[config.mk]
export PLATFORM = sky130hd
export DESIGN_NAME = ssp_host_port
export DESIGN_NICKNAME = d
export VERILOG_FILES = /design/src/hw/ssp_pkg.sv /design/src/hw/ssp_host_port.sv /design/src/hw/ssp_sync_bit.sv
export VERILOG_INCLUDE_DIRS = /design/src /design/src/hw
export SDC_FILE = /design/constraint.sdc
export NUM_CORES = 1
export LEC_CHECK = 0
export ABC_AREA = 1
export BUFFER_PORTS_ARGS = -buffer_cell sky130_fd_sc_hd__buf_2
export CAP_MARGIN = 20
export CORE_MARGIN = 2
export CORE_UTILIZATION = 49
export CTS_CLUSTER_DIAMETER = 120
export CTS_CLUSTER_SIZE = 20
export DETAILED_ROUTE_END_ITERATION = 6
export GPL_TIMING_DRIVEN = 0
export PLACE_DENSITY = 0.65
export SYNTH_ARGS = -nofsm -noshare
export SYNTH_HDL_FRONTEND = slang
export SYNTH_HIERARCHICAL = 1
export SYNTH_SLANG_ARGS = --single-unit
[constraint.sdc]
create_clock -name clock_i -period 2.08 [get_ports clock_i]
set_input_delay 0.312 -clock clock_i [delete_from_list [all_inputs] [get_ports clock_i]]
set_output_delay 0.312 -clock clock_i [all_outputs]
set_load 0.02 [all_outputs]
[src/hw/ssp_params.svh]
// Constants for the serial host port: bus address, index wrap points,
// link timing figures and reset values.
// Assumes inclusion by bare name from the design files only.
`ifndef SSP_PARAMS_SVH
`define SSP_PARAMS_SVH

// Fixed upper six bits of the 7-bit bus address
`define SSP_BUS_ADDR_HI 6'h2E
// Bus address width and byte width
`define SSP_ADDR_W 7
`define SSP_BYTE_W 8
// Bit count that closes one byte
`define SSP_BITS_PER_BYTE 4'h8
// Index wrap during incremented reads of the output data block
`define SSP_WRAP_LAST 7'h2C
`define SSP_WRAP_FIRST 7'h28
// Fastest supported bus clock in kHz, and the logic clock in MHz
`define SSP_FAST_MODE_KHZ 400
`define SSP_CLK_MHZ 125
// Logic clocks per fastest bus clock period (rounded down)
`define SSP_BUS_PERIOD_CYC ((`SSP_CLK_MHZ * 1000) / `SSP_FAST_MODE_KHZ)
// Idle level of the synchronised pins (pulled up)
`define SSP_PIN_IDLE 1'b1

`endif

[src/hw/ssp_pkg.sv]
// Types shared by the serial host port: register strobe carrier and
// the two-wire bus engine states.
// Assumes no surrounding logic; pure type definitions.
package ssp_pkg;

   // One register access toward the internal register bank
   typedef struct packed {
      logic wr;           // Single-cycle write strobe
      logic rd;           // Single-cycle read strobe
      logic [6:0] addr;   // Register index
      logic [7:0] data;   // Write data
   } ssp_reg_req_type;

   // Two-wire bus engine states
   typedef enum logic [2:0] {
      SSP_IDLE = 3'b000,  // Bus free or not for us
      SSP_ADDR = 3'b001,  // Receiving address byte
      SSP_SUB = 3'b010,   // Receiving register index byte
      SSP_WDATA = 3'b011, // Receiving write data
      SSP_ACK = 3'b100,   // Holding our acknowledge
      SSP_RDATA = 3'b101, // Shifting read data out
      SSP_MACK = 3'b110,  // Watching master acknowledge
      SSP_SKIP = 3'b111   // Not addressed, wait for start or stop
   } ssp_i2c_state_type;

endpackage : ssp_pkg

[src/hw/ssp_host_port.sv]
// Serial slave port: two-wire bus and four/three-wire SPI on shared pads,
// giving a host byte access to the register bank.
// Assumes bus clocks far slower than clock_i; the bank answers a read
// strobe with reg_rd_data_i in the following cycle.
//
// Function
// - Chip-select high means two-wire, low means SPI
// - Bus address 101110 plus address-select pad bit
// - First seven bits matched, eighth is direction
// - Receiver pulls data low through acknowledge clock
// - Increment bit advances index after each byte
// - Master acks reads except last; device acks writes
// - Bytes of eight bits, msb first, unlimited
// - Receiver may stretch clock low to wait; port never drives the clock
// - Unmatched address leaves data line high
// - Works at fast-mode and standard-mode bus rates
// - SPI data changes falling, sampled rising
// - SPI frame sixteen clocks, eight more per byte
// - SPI bit0 direction, bits1-7 index, then data
// - SPI read drives output from bit 8
// - SPI blocks increment index or repeat it
// - Three-wire bit shares one data pin for reads
// - Clock pad shared; output pad doubles as address-select
// - Incremented reads wrap index 2C back to 28
`timescale 1ns/10ps
`default_nettype none

`include "ssp_params.svh"

module ssp_host_port (
   input wire logic clock_i,
   input wire logic arst_n_i,
   input wire logic serial_port_clock_i,     // Shared clock pad
   input wire logic serial_data_i,           // Data pad level (two-wire data, SPI input)
   input wire logic cs_i,                    // Chip select pad
   input wire logic addr_select_pad_i,       // Output pad level, read as address select
   input wire logic three_wire_select_bit_i, // Control-one interface mode bit
   input wire logic addr_inc_en_i,           // Control-two index increment bit
   input wire logic [7:0] reg_rd_data_i,     // Bank read data, cycle after strobe
   output logic serial_data_o,
   output logic serial_data_oe_o,
   output logic serial_out_o,
   output logic serial_out_oe_o,
   output ssp_pkg::ssp_reg_req_type reg_req_o,
   output logic spi_mode_o,
   output logic i2c_addressed_o
);
   import ssp_pkg::*;

   // Synchronised pins
   logic scl_s;
   logic sda_s;
   logic cs_s;
   logic sel_s;
   // Delayed copies for edge finding
   logic scl_q;
   logic sda_q;
   logic cs_q;
   // Edge events
   logic scl_rise;
   logic scl_fall;
   logic cs_fall;
   logic bus_start;
   logic bus_stop;
   logic [7:0] rx_byte; // Shift register with the bit now arriving

   // Engine state and next values
   ssp_i2c_state_type state, next_state;
   ssp_i2c_state_type ack_ret, next_ack_ret; // Where to go after our acknowledge
   logic [3:0] bcnt, next_bcnt;               // Bits in current byte
   logic [7:0] shreg, next_shreg;             // Receive shift register
   logic [7:0] txreg, next_txreg;             // Transmit shift register
   logic [6:0] idx, next_idx;                 // Current register index
   logic inc_on, next_inc_on;                 // Index advances after access
   logic rd_load, next_rd_load;               // Capture bank data this cycle
   logic mack_ok, next_mack_ok;               // Master asked for another byte
   logic spi_first, next_spi_first;           // SPI command byte still arriving
   logic spi_rd, next_spi_rd;                 // SPI frame is a read
   logic sda_o, next_sda_o;
   logic sda_oe, next_sda_oe;
   logic so_o, next_so_o;
   logic so_oe, next_so_oe;
   ssp_reg_req_type req, next_req;
   logic spi_mode, next_spi_mode;
   logic addressed, next_addressed;

   // Pins cross into clock_i before anything reads them; the bus clock is
   // sampled like data, so its rate may fall anywhere up to fast mode
   ssp_sync_bit #(.RESET_VAL(`SSP_PIN_IDLE)) u_sync_scl (
      .clock_i(clock_i), .arst_n_i(arst_n_i), .async_i(serial_port_clock_i), .sync_o(scl_s));
   ssp_sync_bit #(.RESET_VAL(`SSP_PIN_IDLE)) u_sync_sda (
      .clock_i(clock_i), .arst_n_i(arst_n_i), .async_i(serial_data_i), .sync_o(sda_s));
   ssp_sync_bit #(.RESET_VAL(`SSP_PIN_IDLE)) u_sync_cs (
      .clock_i(clock_i), .arst_n_i(arst_n_i), .async_i(cs_i), .sync_o(cs_s));
   ssp_sync_bit #(.RESET_VAL(`SSP_PIN_IDLE)) u_sync_sel (
      .clock_i(clock_i), .arst_n_i(arst_n_i), .async_i(addr_select_pad_i), .sync_o(sel_s));

   // Index step; wraps the output data block on reads only
   function automatic logic [6:0] step_idx(input logic [6:0] a, input logic inc, input logic rd);
      logic [6:0] r;
      r = a;
      if (inc) begin
         if (rd && (a == `SSP_WRAP_LAST)) begin
            r = `SSP_WRAP_FIRST;
         end else begin
            r = a + 7'h01;
         end
      end
      return r;
   endfunction : step_idx

   // Edge and condition detection on synchronised levels
   always_comb begin
      scl_rise = scl_s & ~scl_q;
      scl_fall = ~scl_s & scl_q;
      cs_fall = ~cs_s & cs_q;
      // Start and stop only count while chip-select keeps the bus two-wire
      bus_start = cs_s & cs_q & scl_s & scl_q & sda_q & ~sda_s;
      bus_stop = cs_s & cs_q & scl_s & scl_q & ~sda_q & sda_s;
      rx_byte = {shreg[6:0], sda_s};
   end

   // Protocol engine next state
   always_comb begin
      next_state = state;
      next_ack_ret = ack_ret;
      next_bcnt = bcnt;
      next_shreg = shreg;
      next_txreg = txreg;
      next_idx = idx;
      next_inc_on = inc_on;
      next_rd_load = req.rd; // Bank answers the cycle after the strobe
      next_mack_ok = mack_ok;
      next_spi_first = spi_first;
      next_spi_rd = spi_rd;
      next_sda_o = sda_o;
      next_sda_oe = sda_oe;
      next_so_o = so_o;
      next_so_oe = so_oe;
      next_req = '0; // Strobes last one cycle
      next_spi_mode = ~cs_s;
      next_addressed = 1'b0;
      // Bank data lands one cycle after a read strobe
      if (rd_load) begin
         next_txreg = reg_rd_data_i;
      end
      if (!cs_s) begin
         // SPI frame: two-wire engine held idle
         next_state = SSP_IDLE;
         if (cs_fall) begin
            // New frame: command byte first, nothing driven yet
            next_bcnt = 4'h0;
            next_spi_first = 1'b1;
            next_spi_rd = 1'b0;
            next_sda_oe = 1'b0;
            next_so_oe = 1'b0;
         end else if (scl_rise) begin
            // Sample on rising edge
            next_shreg = rx_byte;
            next_bcnt = {1'b0, bcnt[2:0] + 3'h1};
            if (bcnt[2:0] == 3'h7) begin
               // A full 8-clock block has arrived
               if (spi_first) begin
                  // Bit 0 direction, bits 1-7 index
                  next_spi_first = 1'b0;
                  next_spi_rd = rx_byte[7];
                  if (rx_byte[7]) begin
                     next_req.rd = 1'b1;
                     next_req.addr = rx_byte[6:0];
                     next_idx = step_idx(rx_byte[6:0], addr_inc_en_i, 1'b1);
                  end else begin
                     next_idx = rx_byte[6:0];
                  end
               end else if (spi_rd) begin
                  // Fetch next block while last bit is still out
                  next_req.rd = 1'b1;
                  next_req.addr = idx;
                  next_idx = step_idx(idx, addr_inc_en_i, 1'b1);
               end else begin
                  // Write block, msb first
                  next_req.wr = 1'b1;
                  next_req.addr = idx;
                  next_req.data = rx_byte;
                  next_idx = step_idx(idx, addr_inc_en_i, 1'b0);
               end
            end
         end else if (scl_fall && spi_rd) begin
            // Drive on falling edge from bit 8 onward
            if (three_wire_select_bit_i) begin
               next_sda_o = txreg[7];
               next_sda_oe = 1'b1;
               next_so_oe = 1'b0;
            end else begin
               next_so_o = txreg[7];
               next_so_oe = 1'b1;
               next_sda_oe = 1'b0;
            end
            next_txreg = {txreg[6:0], 1'b0};
         end
      end else begin
         // Two-wire mode: SPI outputs released, data pad open-drain only
         next_so_oe = 1'b0;
         next_sda_o = 1'b0;
         next_spi_rd = 1'b0;
         if (!cs_q) begin
            // Just left an SPI frame: drop any 3-wire drive
            next_sda_oe = 1'b0;
            next_state = SSP_IDLE;
         end else if (bus_start) begin
            // Start or repeated start, index kept for reads
            next_state = SSP_ADDR;
            next_bcnt = 4'h0;
            next_sda_oe = 1'b0;
         end else if (bus_stop) begin
            next_state = SSP_IDLE;
            next_sda_oe = 1'b0;
         end else begin
            case (state)
               SSP_ADDR, SSP_SUB, SSP_WDATA: begin
                  if (scl_rise) begin
                     next_shreg = rx_byte;
                     next_bcnt = bcnt + 4'h1;
                  end else if (scl_fall && (bcnt == `SSP_BITS_PER_BYTE)) begin
                     next_bcnt = 4'h0;
                     if (state == SSP_ADDR) begin
                        if (shreg[7:1] == {`SSP_BUS_ADDR_HI, sel_s}) begin
                           next_sda_oe = 1'b1;
                           next_state = SSP_ACK;
                           if (shreg[0]) begin
                              // Read: fetch first byte during our ack
                              next_ack_ret = SSP_RDATA;
                              next_req.rd = 1'b1;
                              next_req.addr = idx;
                              next_idx = step_idx(idx, inc_on, 1'b1);
                           end else begin
                              next_ack_ret = SSP_SUB;
                           end
                        end else begin
                           // Not ours: never pull the line
                           next_state = SSP_SKIP;
                        end
                     end else if (state == SSP_SUB) begin
                        next_idx = shreg[6:0];
                        next_inc_on = addr_inc_en_i | shreg[7];
                        next_sda_oe = 1'b1;
                        next_ack_ret = SSP_WDATA;
                        next_state = SSP_ACK;
                     end else begin
                        next_req.wr = 1'b1;
                        next_req.addr = idx;
                        next_req.data = shreg;
                        next_idx = step_idx(idx, inc_on, 1'b0);
                        next_sda_oe = 1'b1;
                        next_ack_ret = SSP_WDATA;
                        next_state = SSP_ACK;
                     end
                  end
               end
               SSP_ACK: begin
                  // Release after the acknowledge clock
                  if (scl_fall) begin
                     next_state = ack_ret;
                     next_bcnt = 4'h0;
                     next_sda_oe = 1'b0;
                     if (ack_ret == SSP_RDATA) begin
                        // First data bit goes out as the ack ends
                        next_sda_oe = ~txreg[7];
                        next_txreg = {txreg[6:0], 1'b0};
                        next_bcnt = 4'h1;
                     end
                  end
               end
               SSP_RDATA: begin
                  if (scl_fall) begin
                     if (bcnt == `SSP_BITS_PER_BYTE) begin
                        // Release for the master's acknowledge
                        next_sda_oe = 1'b0;
                        next_state = SSP_MACK;
                     end else begin
                        next_sda_oe = ~txreg[7]; // msb first
                        next_txreg = {txreg[6:0], 1'b0};
                        next_bcnt = bcnt + 4'h1;
                     end
                  end
               end
               SSP_MACK: begin
                  if (scl_rise) begin
                     next_mack_ok = ~sda_s;
                     if (!sda_s) begin
                        next_req.rd = 1'b1;
                        next_req.addr = idx;
                        next_idx = step_idx(idx, inc_on, 1'b1);
                     end
                  end else if (scl_fall) begin
                     if (mack_ok) begin
                        next_state = SSP_RDATA;
                        next_sda_oe = ~txreg[7];
                        next_txreg = {txreg[6:0], 1'b0};
                        next_bcnt = 4'h1;
                     end else begin
                        // No acknowledge: last byte, wait for stop
                        next_state = SSP_SKIP;
                     end
                  end
               end
               SSP_IDLE, SSP_SKIP: begin
                  next_sda_oe = 1'b0;
               end
               default: begin
                  next_state = SSP_IDLE;
                  next_sda_oe = 1'b0;
               end
            endcase
         end
         next_addressed = (next_state != SSP_IDLE) && (next_state != SSP_SKIP) && (next_state != SSP_ADDR);
      end
   end

   // Engine registers; edge copies ride along
   always_ff @(posedge clock_i or negedge arst_n_i) begin
      if (!arst_n_i) begin
         scl_q <= `SSP_PIN_IDLE;
         sda_q <= `SSP_PIN_IDLE;
         cs_q <= `SSP_PIN_IDLE;
         state <= SSP_IDLE;
         ack_ret <= SSP_IDLE;
         bcnt <= 4'h0;
         shreg <= 8'h00;
         txreg <= 8'h00;
         idx <= 7'h00;
         inc_on <= 1'b1;
         rd_load <= 1'b0;
         mack_ok <= 1'b0;
         spi_first <= 1'b1;
         spi_rd <= 1'b0;
         sda_o <= 1'b0;
         sda_oe <= 1'b0;
         so_o <= 1'b0;
         so_oe <= 1'b0;
         req <= '0;
         spi_mode <= 1'b0;
         addressed <= 1'b0;
      end else begin
         scl_q <= scl_s;
         sda_q <= sda_s;
         cs_q <= cs_s;
         state <= next_state;
         ack_ret <= next_ack_ret;
         bcnt <= next_bcnt;
         shreg <= next_shreg;
         txreg <= next_txreg;
         idx <= next_idx;
         inc_on <= next_inc_on;
         rd_load <= next_rd_load;
         mack_ok <= next_mack_ok;
         spi_first <= next_spi_first;
         spi_rd <= next_spi_rd;
         sda_o <= next_sda_o;
         sda_oe <= next_sda_oe;
         so_o <= next_so_o;
         so_oe <= next_so_oe;
         req <= next_req;
         spi_mode <= next_spi_mode;
         addressed <= next_addressed;
      end
   end

   // Outputs straight from flops; no clock stretching is ever needed
   // because the bank answers in one cycle
   always_comb begin
      serial_data_o = sda_o;
      serial_data_oe_o = sda_oe;
      serial_out_o = so_o;
      serial_out_oe_o = so_oe;
      reg_req_o = req;
      spi_mode_o = spi_mode;
      i2c_addressed_o = addressed;
   end
endmodule : ssp_host_port

`default_nettype wire

[src/hw/ssp_sync_bit.sv]
// Two-flop synchroniser for one pin level.
// Assumes the input is asynchronous to clock_i; only the second flop is read.
`timescale 1ns/10ps
`default_nettype none

module ssp_sync_bit #(
   parameter logic RESET_VAL = 1'b1
) (
   input wire logic clock_i,
   input wire logic arst_n_i,
   input wire logic async_i,
   output logic sync_o
);
   logic meta; // First stage, read only by the second

   // Both stages reset to the pin's idle level
   always_ff @(posedge clock_i or negedge arst_n_i) begin
      if (!arst_n_i) begin
         meta <= RESET_VAL;
         sync_o <= RESET_VAL;
      end else begin
         meta <= async_i;
         sync_o <= meta;
      end
   end
endmodule : ssp_sync_bit

`default_nettype wire

==> results of run 1 <==
==> area by class of cell <==
cell class / count / share of cell area (%)
buffer: 13 / 1.394
timing repair buffer: 42 / 5.058
sequential: 72 / 37.50
tap: 105 / 2.710
multi-input combinational: 429 / 44.08
inverter: 66 / 5.187
clock inverter: 5 / 1.161
clock buffer: 11 / 2.916
==> power groups by stage <==
| stage | sequential, uW | combinational, uW | clock [uW] |
|---|---|---|---|
| 5_1_grt | 1580 | 624 | 1210 |
| 2_1_floorplan | 1570 | 359 | 0 |
| 4_1_cts | 1570 | 539 | 1140 |
| 6_report | 1570 | 551 | 1120 |
| 3_5_place_dp | 1590 | 535 | 0 |
| 3_3_place_gp | 1590 | 522 | 0 |
==> per-layer routing <==
| metal | global-route usage [%] | wire, um |
|---|---|---|
| met4 | 7.042 | 121 |
| met3 | 3.757 | 609 |
| met5 | 0 | 0 |
| met1 | 37.70 | 5740 |
| met2 | 38.41 | 4928 |
==> cell usage after synthesis (all sizes together) <==
master   number  area share, %
o22ai        14            2.1
mux2i         1           0.24
a211oi        1           0.47
nor3          7            1.1
ha            7            2.1
xor2          5            1.0
dfstp        13            8.1
inv          62            5.5
nand4         8            1.2
a21oi        20            2.4
nand3b        1           0.18
o21bai        1           0.18
clkbuf        6           0.53
and2          1           0.15
nand2       190             17
mux2          6            1.6
nand3        67            8.2
o2111ai       1           0.21
buf           7            1.0
dfrtp        59             35
clkinv        4           0.38
nor2         50            4.8
o211ai        6            1.1
o21ai        43            5.3
==> through the flow <==
step	cell area [um^2]	hold WS [ps]
after floorplan	4235	16.41
after global routing	4848	35.48
after global placement	4557	346.6
after detailed placement	4587	141.1
after CTS	4800	52.36
final	4848	52.38
==> sequential cells by signal, indices dropped and copies added (netlist names), 3 cells and up <==
| signal | flops |
|---|---|
| reg_req_o | 16 |
| bcnt | 4 |
| ack_ret | 3 |
| idx | 7 |
| txreg | 8 |
| shreg | 8 |
| state | 3 |
==> what timing repair did <==
item,4_1_cts,5_1_grt
gates cloned,0,0
hold endpoints to repair,4,0
hold buffers,1,0
setup endpoints to repair,8,44
resized for setup,1,13
pin swaps,0,3
setup buffers,0,2
==> critical path: cells and delay by family (launching register included) <==
| kind | cells | cell delay [ps] |
|---|---|---|
| AOI/OAI and AO/OA | 2 | 430 |
| and+or+nand+nor | 4 | 420 |
| DFF | 1 | 650 |
| buffers and inverters | 2 | 340 |
==> cells by family (layout without fill, tap and decap cells) <==
group / after synthesis / in the layout / share of synthesized area (%)
and+or+nand+nor: 324 / 324 / 33.03
DFF: 72 / 72 / 42.92
buffers and inverters: 79 / 137 / 7.415
muxes: 7 / 7 / 1.832
xor gates and xnor gates: 5 / 5 / 1.034
AOI/OAI and AO/OA: 86 / 86 / 11.70
adders and majority gates: 7 / 7 / 2.068
==> final timing paths <==
path | end | cells after the start
min in group asynchronous | shreg[3] | 2
max in group asynchronous | sda_q | 3
hold / removal | u_sync_scl/meta | 1
setup / recovery | shreg[1] | 8
setup reg to reg | shreg[1] | 8
hold reg to reg | u_sync_cs/sync_o | 0
==> placed cells by master (no fill, tap or decap), types with 2 or more instances in the layout <==
master / count
inv_2: 3
nor2_2: 5
nand3_1: 65
buf_4: 4
nand2_2: 10
nand2_1: 179
nand4_1: 8
dfstp_2: 13
a21oi_1: 20
o21ai_0: 39
clkinv_2: 3
clkbuf_8: 10
nor3_1: 5
buf_2: 40
inv_1: 58
clkbuf_1: 7
o22ai_1: 14
nand3_2: 2
clkinv_1: 3
xor2_1: 5
dfrtp_1: 59
o211ai_1: 6
nor2_1: 42
nor2_4: 3
ha_1: 7
o21ai_2: 3
mux2_2: 6
==> run_results.csv, run 1 <==
group,metric,value,unit
detailed_routing,drt_first_pass_iters,6,
synth,synth_seq_cells,72,
timing,fin_setup_tns,0,ps
worst_setup_path,crit_chain,"inv_2 > nand2_1 > nor3_4 > nor2_4 > nor2_4 > a211oi_4 > buf_6 > o21ai_0",
pwr,netSwitchingFraction,30.80,%
layout,fin_nets,656,
die,initial_core_util,51.03,%
layout,fillers,793,
layout,diodes,0,
worst_setup_path,r2r_slack,120,ps
timing,fin_crit_sh,94.24,%
placement,dp_slack,-19.38,ps
placement,hpwl,8.480,mm
clock_network,clk_latency,350,ps
pwr,p_seq_share,48.5,%
worst_setup_path,setup.worst_path.start,"u_sync_sda/sync_o",
layout,drive_above_1_share,17.87,%
die,die_width,96.97,um
timing,slew_viol_final,0,
timing,setup_viol_count_final,0,
pwr,irDropWorstVdd,325.2,uV
timing,grt_setup_unrepaired,"false",
worst_setup_path,crit_top_cell,"nor2_4",
pwr,p_switching,996.7,uW
die,fp.coreArea,0.008299,mm^2
detailed_routing,routed_wl,11.40,mm
clock_network,cts_tree,"done",
synth,synth_fp_nets,603,
clock_network,cts_max_path_buffers,2,
min_path,min_from,"serial_port_clock_i",
global_routing,first_global_vias,3876,
die,fp.dieH,96.97,um
pwr,finalPower,3236,uW
pwr,leakage,0.002437,uW
synth,synth.distinct_cells,36,
synth,yosysSeqAreaShare,42.92,%
worst_setup_path,cp_data_required_time,2310,ps
global_routing,antenna_found_initial,0,
synth,synth_cells,580,
job,maxCapViolations,0,
pwr,power_frac_clock,34.5,%
worst_setup_path,slowest_stage,"dfstp_2",
pwr,internal_power,2240,uW
global_routing,grt_pass1_wl,19.31,mm
timing,worst_pin_slew,578.1,ps
die,dieArea,0.009403,mm^2
worst_setup_path,crit_path_end_kind,"flip-flop",
layout,seqCellArea,0.001818,mm^2
layout,area_delta_synth_final,14.48,%
die,rows,33,
clock_network,cts.htree.levels,3,
placement,dp.cells,724,
timing,layout_min_cycle_time,1960,ps
synth,syn_avg_cell_area,7.302,um^2
synth,ys_warn_count,6,
layout,final_util,58.42,%
detailed_routing,vias_per_cell,5.476,
clock_network,clkSlewWorstSetupHoldPaths,80,ps
layout,final_cells,743,
die,pin_count,39,
worst_setup_path,cpPeakStageDelay,650,ps
min_path,hp-class,"primary input to flip-flop",
global_routing,gr-usage-all-layers,25.28,%
detailed_routing,wl_per_cell,15.34,um
global_routing,grt-ovfl-total,0,
placement,io_buffers,38,
detailed_routing,ant_nets,0,
synth,syn_area,0.004235,mm^2
pwr,combPwrFrac,17.0,%
worst_setup_path,r2r-start,"u_sync_sda/sync_o",
global_routing,grt_max_degree,69,
pwr,power.density,667.5,mW/mm^2
worst_setup_path,critPathLaunchType,"flip-flop",
timing,fmax,510.1,MHz
timing,finalWorstSetupSlack,119.7,ps
clock_network,clkSinkCount,72,
worst_setup_path,crit_fanout,10,
detailed_routing,first_iter_violations,276,
timing,slew_headroom,61.46,%
timing,worst_clock_skew,9.279,ps
clock_network,root_buffer,"clkbuf_8",
layout,multiInputGateArea,0.002137,mm^2
timing,hold_viol,0,
run_status,outcome,"finished clean",
detailed_routing,vias,4069,
clock_network,cts_made_buffers,9,
worst_setup_path,crit_type,"flip-flop to flip-flop",
placement,gp_congestion,0.9721,
worst_setup_path,arrival,2190,ps
detailed_routing,drc,0,
Note: power is estimated with default switching activity, not from simulation.
==> run 2, diff against run 1 <==
- CORE_MARGIN: 2 -> not set
- CORE_UTILIZATION: 49 -> 60
- CTS_BUF_LIST: not set -> sky130_fd_sc_hd__clkbuf_16
- PLACE_DENSITY: 0.65 -> 0.77
==> run 2 against run 1 <==
First-iteration DRC count up 60%. Worst setup slack better by 1.5 ps. Count of clock-buffer cells in the layout is 2 lower. Via count up 0.91%. Clock skew fell by 0.91 ps. Critical path depth is the same.
==> run_results.csv, run 2 (synthesis gave the netlist of run 1 again) <==
group,metric,value,unit
job,maxCapViolations,0,
worst_setup_path,crit_type,"flip-flop to flip-flop",
die,rows,30,
placement,hpwl,7.916,mm
detailed_routing,first_iter_violations,441,
placement,dp_slack,-10.80,ps
detailed_routing,vias_per_cell,5.594,
detailed_routing,met2WireLength,4.915,mm
detailed_routing,drc,0,
worst_setup_path,r2r-start,"u_sync_sda/sync_o",
timing,hold_viol,0,
worst_setup_path,r2r_slack,120,ps
clock_network,cts_max_path_buffers,2,
placement,postPlaceCellArea,0.004548,mm^2
layout,diodes,0,
die,die_width,86.02,um
layout,area_delta_synth_final,15.83,%
global_routing,gr-usage-all-layers,30.86,%
timing,layout_min_cycle_time,1959,ps
detailed_routing,vias,4106,
timing,holdWs,76.96,ps
placement,io_buffers,38,
timing,slew_headroom,41.69,%
clock_network,clkSinkCount,72,
timing,grt_setup_unrepaired,"true",
clock_network,clkSlewWorstSetupHoldPaths,60,ps
timing,finalWorstSetupSlack,121.2,ps
layout,largest_reg_flops,16,
clock_network,ctsHoldBuffers,0,
timing,setup_viol_count_final,0,
run_status,outcome,"finished clean",
pwr,power.density,732.6,mW/mm^2
detailed_routing,top_layer_used,"met4",
detailed_routing,dr_wl_met3,875,um
clock_network,cts.htree.levels,3,
detailed_routing,routed_wl,10.86,mm
timing,worst_clock_skew,8.372,ps
layout,drive_above_1_share,17.71,%
clock_network,root_buffer,"clkbuf_16",
worst_setup_path,critPathLaunchType,"flip-flop",
pwr,irDropWorstVdd,707.7,uV
worst_setup_path,arrival,2150,ps
global_routing,first_global_vias,3710,
layout,final_util,72.21,%
min_path,min_from,"addr_select_pad_i",
detailed_routing,ant_nets,0,
min_path,hp-class,"primary input to flip-flop",
die,fp.dieH,86.02,um
layout,fin_nets,656,
layout,layout_common_cells,"179 x nand2_1, 65 x nand3_1, 59 x inv_1, 59 x dfrtp_1, 44 x nor2_1",
clock_network,cts_tree,"done",
detailed_routing,wirelength_met1,4.869,mm
detailed_routing,drt_first_pass_iters,6,
pwr,leakage,0.002475,uW
global_routing,grt_pass1_wl,17.90,mm
global_routing,grt_max_degree,73,
clock_network,cts_made_buffers,9,
timing,fin_crit_sh,94.17,%
detailed_routing,wl_per_cell,14.80,um
worst_setup_path,cp_data_required_time,2270,ps
die,initial_core_util,62.34,%
clock_network,clk_latency,330,ps
layout,design_area,0.004906,mm^2
timing,worst_pin_slew,874.7,ps
die,pin_count,39,
die,fp.coreArea,0.006794,mm^2
timing,fin_setup_tns,0,ps
global_routing,grt-ovfl-total,0,
worst_setup_path,crit_path_end_kind,"flip-flop",
layout,fillers,568,
worst_setup_path,crit_fanout,10,
timing,slew_viol_final,0,
timing,fmax,510.5,MHz
die,dieArea,0.007399,mm^2
worst_setup_path,setup.worst_path.start,"u_sync_sda/sync_o",
global_routing,antenna_found_initial,0,
layout,layout_commonest_cell,"nand2_1",
placement,gp_congestion,0.9490,
==> run 2: changes by cell type in the layout (fill, tap and decap cells not counted), sizes merged <==
| cell | delta |
|---|---|
| clkbuf | -2 |
| clkinv | +1 |
| buf | +1 |
| inv | +1 |
| dlygate4sd3 | -1 |
==> run 2: critical path, cell delays in order, from the launching register on <==
cell      delay, ps
dfstp_2         620
inv_2           140
nand2_1         130
nor3_4           70
nor2_4          170
nor2_4           60
a211oi_4        350
buf_6           200
o21ai_0          90
==> run 2: worst paths after layout <==
check,end,cells past startpoint
setup / recovery,shreg[5],8
hold reg to reg,u_sync_cs/sync_o,0
min in group asynchronous,idx[2],1
hold / removal,u_sync_sel/meta,1
max in group asynchronous,shreg[6],1
setup reg to reg,shreg[5],8
==> run 2: metrics by stage <==
| step | power, uW | instances |
|---|---|---|
| floorplan | 1930 | 580 |
| global placement | 2094 | 714 |
| detailed placement | 2105 | 714 |
| CTS | 3581 | 730 |
| global route | 3745 | 734 |
| finish | 3594 | 734 |
==> run 2: layout make-up <==
class	count	area, um^2	share of cell area (%)
Multi-Input combinational cell	429	2137	43.56
Sequential cell	72	1818	37.06
Inverter	66	251.5	5.126
Clock buffer	9	225.2	4.591
Timing Repair Buffer	42	222.7	4.540
Tap cell	96	120.1	2.448
Buffer	13	67.56	1.377
Clock inverter	7	63.81	1.301
==> run 2: repair_timing <==
| action | CTS | global route |
|---|---|---|
| gates resized for setup | 1 | 12 |
| pin swaps | 0 | 3 |
| buffers inserted | 0 | 4 |
| setup endpoints to repair | 7 | 44 |
==> run 2: power breakdown <==
group | switching (uW) | internal (uW)
combinational | 371 | 168
sequential | 87.5 | 1480
clock | 568 | 916
==> run 2: layer usage <==
| metal | up-vias | track usage [%] |
|---|---|---|
| met5 | - | 0 |
| met4 | 0 | 10.00 |
| met3 | 25 | 5.967 |
| met2 | 205 | 48.85 |
| met1 | 1870 | 42.77 |
| li1 | 2006 | - |
==> run 3, diff against run 2 <==
- CORE_UTILIZATION: 60 -> 40
- PLACE_DENSITY: 0.77 -> 0.54
==> run 3 against run 2 <==
Critical path depth is 1 higher. Design area is 2.8% higher. Power is 2.5% higher. Sequential share of layout area is 1.0 points lower. Largest power group unchanged. Highest routed layer unchanged. Count of clock-buffer cells in the layout is 1 higher.
==> run_results.csv, run 3 (synthesis gave the netlist of run 1 again) <==
group,metric,value,unit
run_status,outcome,"finished clean",
clock_network,clk_latency,340,ps
timing,finalWorstSetupSlack,125.6,ps
timing,slew_viol_final,0,
clock_network,cts_tree,"done",
worst_setup_path,r2r-start,"u_sync_sda/sync_o",
detailed_routing,drt_first_pass_iters,5,
die,rows,37,
detailed_routing,vias,3980,
min_path,min_from,"addr_select_pad_i",
die,fp.coreArea,0.01028,mm^2
layout,drive_above_1_share,18.35,%
global_routing,grt_pass1_wl,19.15,mm
worst_setup_path,r2r_end,"shreg[2]",
clock_network,cts_max_path_buffers,2,
timing,fmax,511.7,MHz
timing,layout_min_cycle_time,1954,ps
timing,worst_clock_skew,7.313,ps
pwr,power.density,730.1,mW/mm^2
layout,layout_common_cells,"178 x nand2_1, 65 x nand3_1, 59 x dfrtp_1, 58 x inv_1, 43 x nor2_1",
pwr,irDropWorstVdd,443.9,uV
timing,setup_viol_count_final,0,
global_routing,first_global_vias,3792,
worst_setup_path,cp_data_required_time,2290,ps
clock_network,root_buffer,"clkbuf_16",
clock_network,clkSlewWorstSetupHoldPaths,60,ps
job,maxCapViolations,0,
detailed_routing,wl_per_cell,14.50,um
layout,layout_commonest_cell,"nand2_1",
detailed_routing,first_iter_violations,355,
die,fp.dieH,104.9,um
clock_network,clkSinkCount,72,
pwr,leakage,0.002520,uW
global_routing,antenna_found_initial,0,
detailed_routing,routed_wl,11.29,mm
die,die_width,104.9,um
worst_setup_path,arrival,2160,ps
die,initial_core_util,41.21,%
placement,io_buffers,38,
timing,slew_headroom,66.29,%
layout,fillers,1036,
layout,area_delta_synth_final,19.08,%
worst_setup_path,crit_fanout,10,
clock_network,cts_made_buffers,9,
worst_setup_path,rr_worst_depth,9,
layout,largest_reg_flops,16,
layout,multiInputGateArea,0.002142,mm^2
worst_setup_path,r2r_slack,130,ps
min_path,hold_depth,1,
worst_setup_path,crit_type,"flip-flop to flip-flop",
layout,seqCellArea,0.001818,mm^2
clock_network,cts.htree.levels,3,
worst_setup_path,crit_path_end_kind,"flip-flop",
min_path,hold_end,"u_sync_sel/meta",
timing,grt_setup_unrepaired,"false",
layout,diodes,0,
die,pin_count,39,
global_routing,gr-usage-all-layers,22.07,%
global_routing,grt-ovfl-total,0,
timing,fin_crit_sh,93.96,%
detailed_routing,vias_per_cell,5.109,
timing,hold_viol,0,
die,dieArea,0.01100,mm^2
pwr,finalPower,3683,uW
placement,dp_slack,-139.3,ps
placement,gp_congestion,0.9098,
layout,fin_nets,661,
global_routing,grt_max_degree,40,
placement,hpwl,8.281,mm
worst_setup_path,critPathLaunchType,"flip-flop",
timing,worst_pin_slew,505.6,ps
timing,fin_setup_tns,0,ps
detailed_routing,drc,0,
min_path,hp-class,"primary input to flip-flop",
detailed_routing,ant_nets,0,
==> run 3: per-stage QoR <==
step	std cells	area (um^2)	hold slack, ps	utilization [%]
6_report	779	5044	65.36	49.07
5_1_grt	779	5044	51.87	49.07
4_1_cts	772	4942	57.69	48.09
3_5_place_dp	755	4618	284.9	44.94
3_3_place_gp	754	4596	346.2	44.72
2_1_floorplan	580	4235	16.41	-
==> run 3: worst max path at each step <==
stage	from	endpoint	slack, ps	cells past startpoint
after global routing	u_sync_scl/sync_o	idx[0]	20	10
after global placement	scl_q	reg_req_o[0]	-150	8
after CTS	u_sync_sda/sync_o	shreg[4]	10	8
final	u_sync_sda/sync_o	shreg[2]	130	9
after floorplan	u_sync_cs/sync_o	shreg[2]	320	9
after detailed placement	scl_q	reg_req_o[0]	-140	8
==> run 3: layout make-up <==
cell class | count | share of cell area [%]
plain buffers | 13 | 1.340
clock buffers | 10 | 4.962
clock inverters | 6 | 1.116
inverters | 66 | 4.986
multi-input cells | 429 | 42.47
flip-flops and latches | 72 | 36.05
well taps | 136 | 3.374
repair buffers | 47 | 5.706
==> run 3: worst max-delay path, stage by stage, from the launching register on <==
cell and delay, ps:
dfstp_2 640, inv_2 130, nand2_1 120, nor3_4 60, nor2_4 170, nor2_4 60, a211oi_4 210, buf_4 190
buf_6 150, o21ai_0 90
==> run 3: report_power, final <==
part           switching, uW  internal, uW
Clock                    573           989
Combinational            372           174
Sequential              90.1          1480
==> run 3: what timing repair did <==
item | in CTS | in global routing
endpoints found under the hold margin | 22 | 0
resized for setup | 2 | 15
buffers inserted | 0 | 7
hold buffers | 1 | 0
pin swaps | 1 | 2
endpoints found under the setup margin | 9 | 44
==> run 3: metal layers <==
metal	track usage [%]	routed length [um]	vias to the layer above
li1	-	-	2012
met1	32.72	5734	1807
met2	31.41	4721	142
met3	4.367	611	19
met4	8.551	227	0
met5	0	0	-
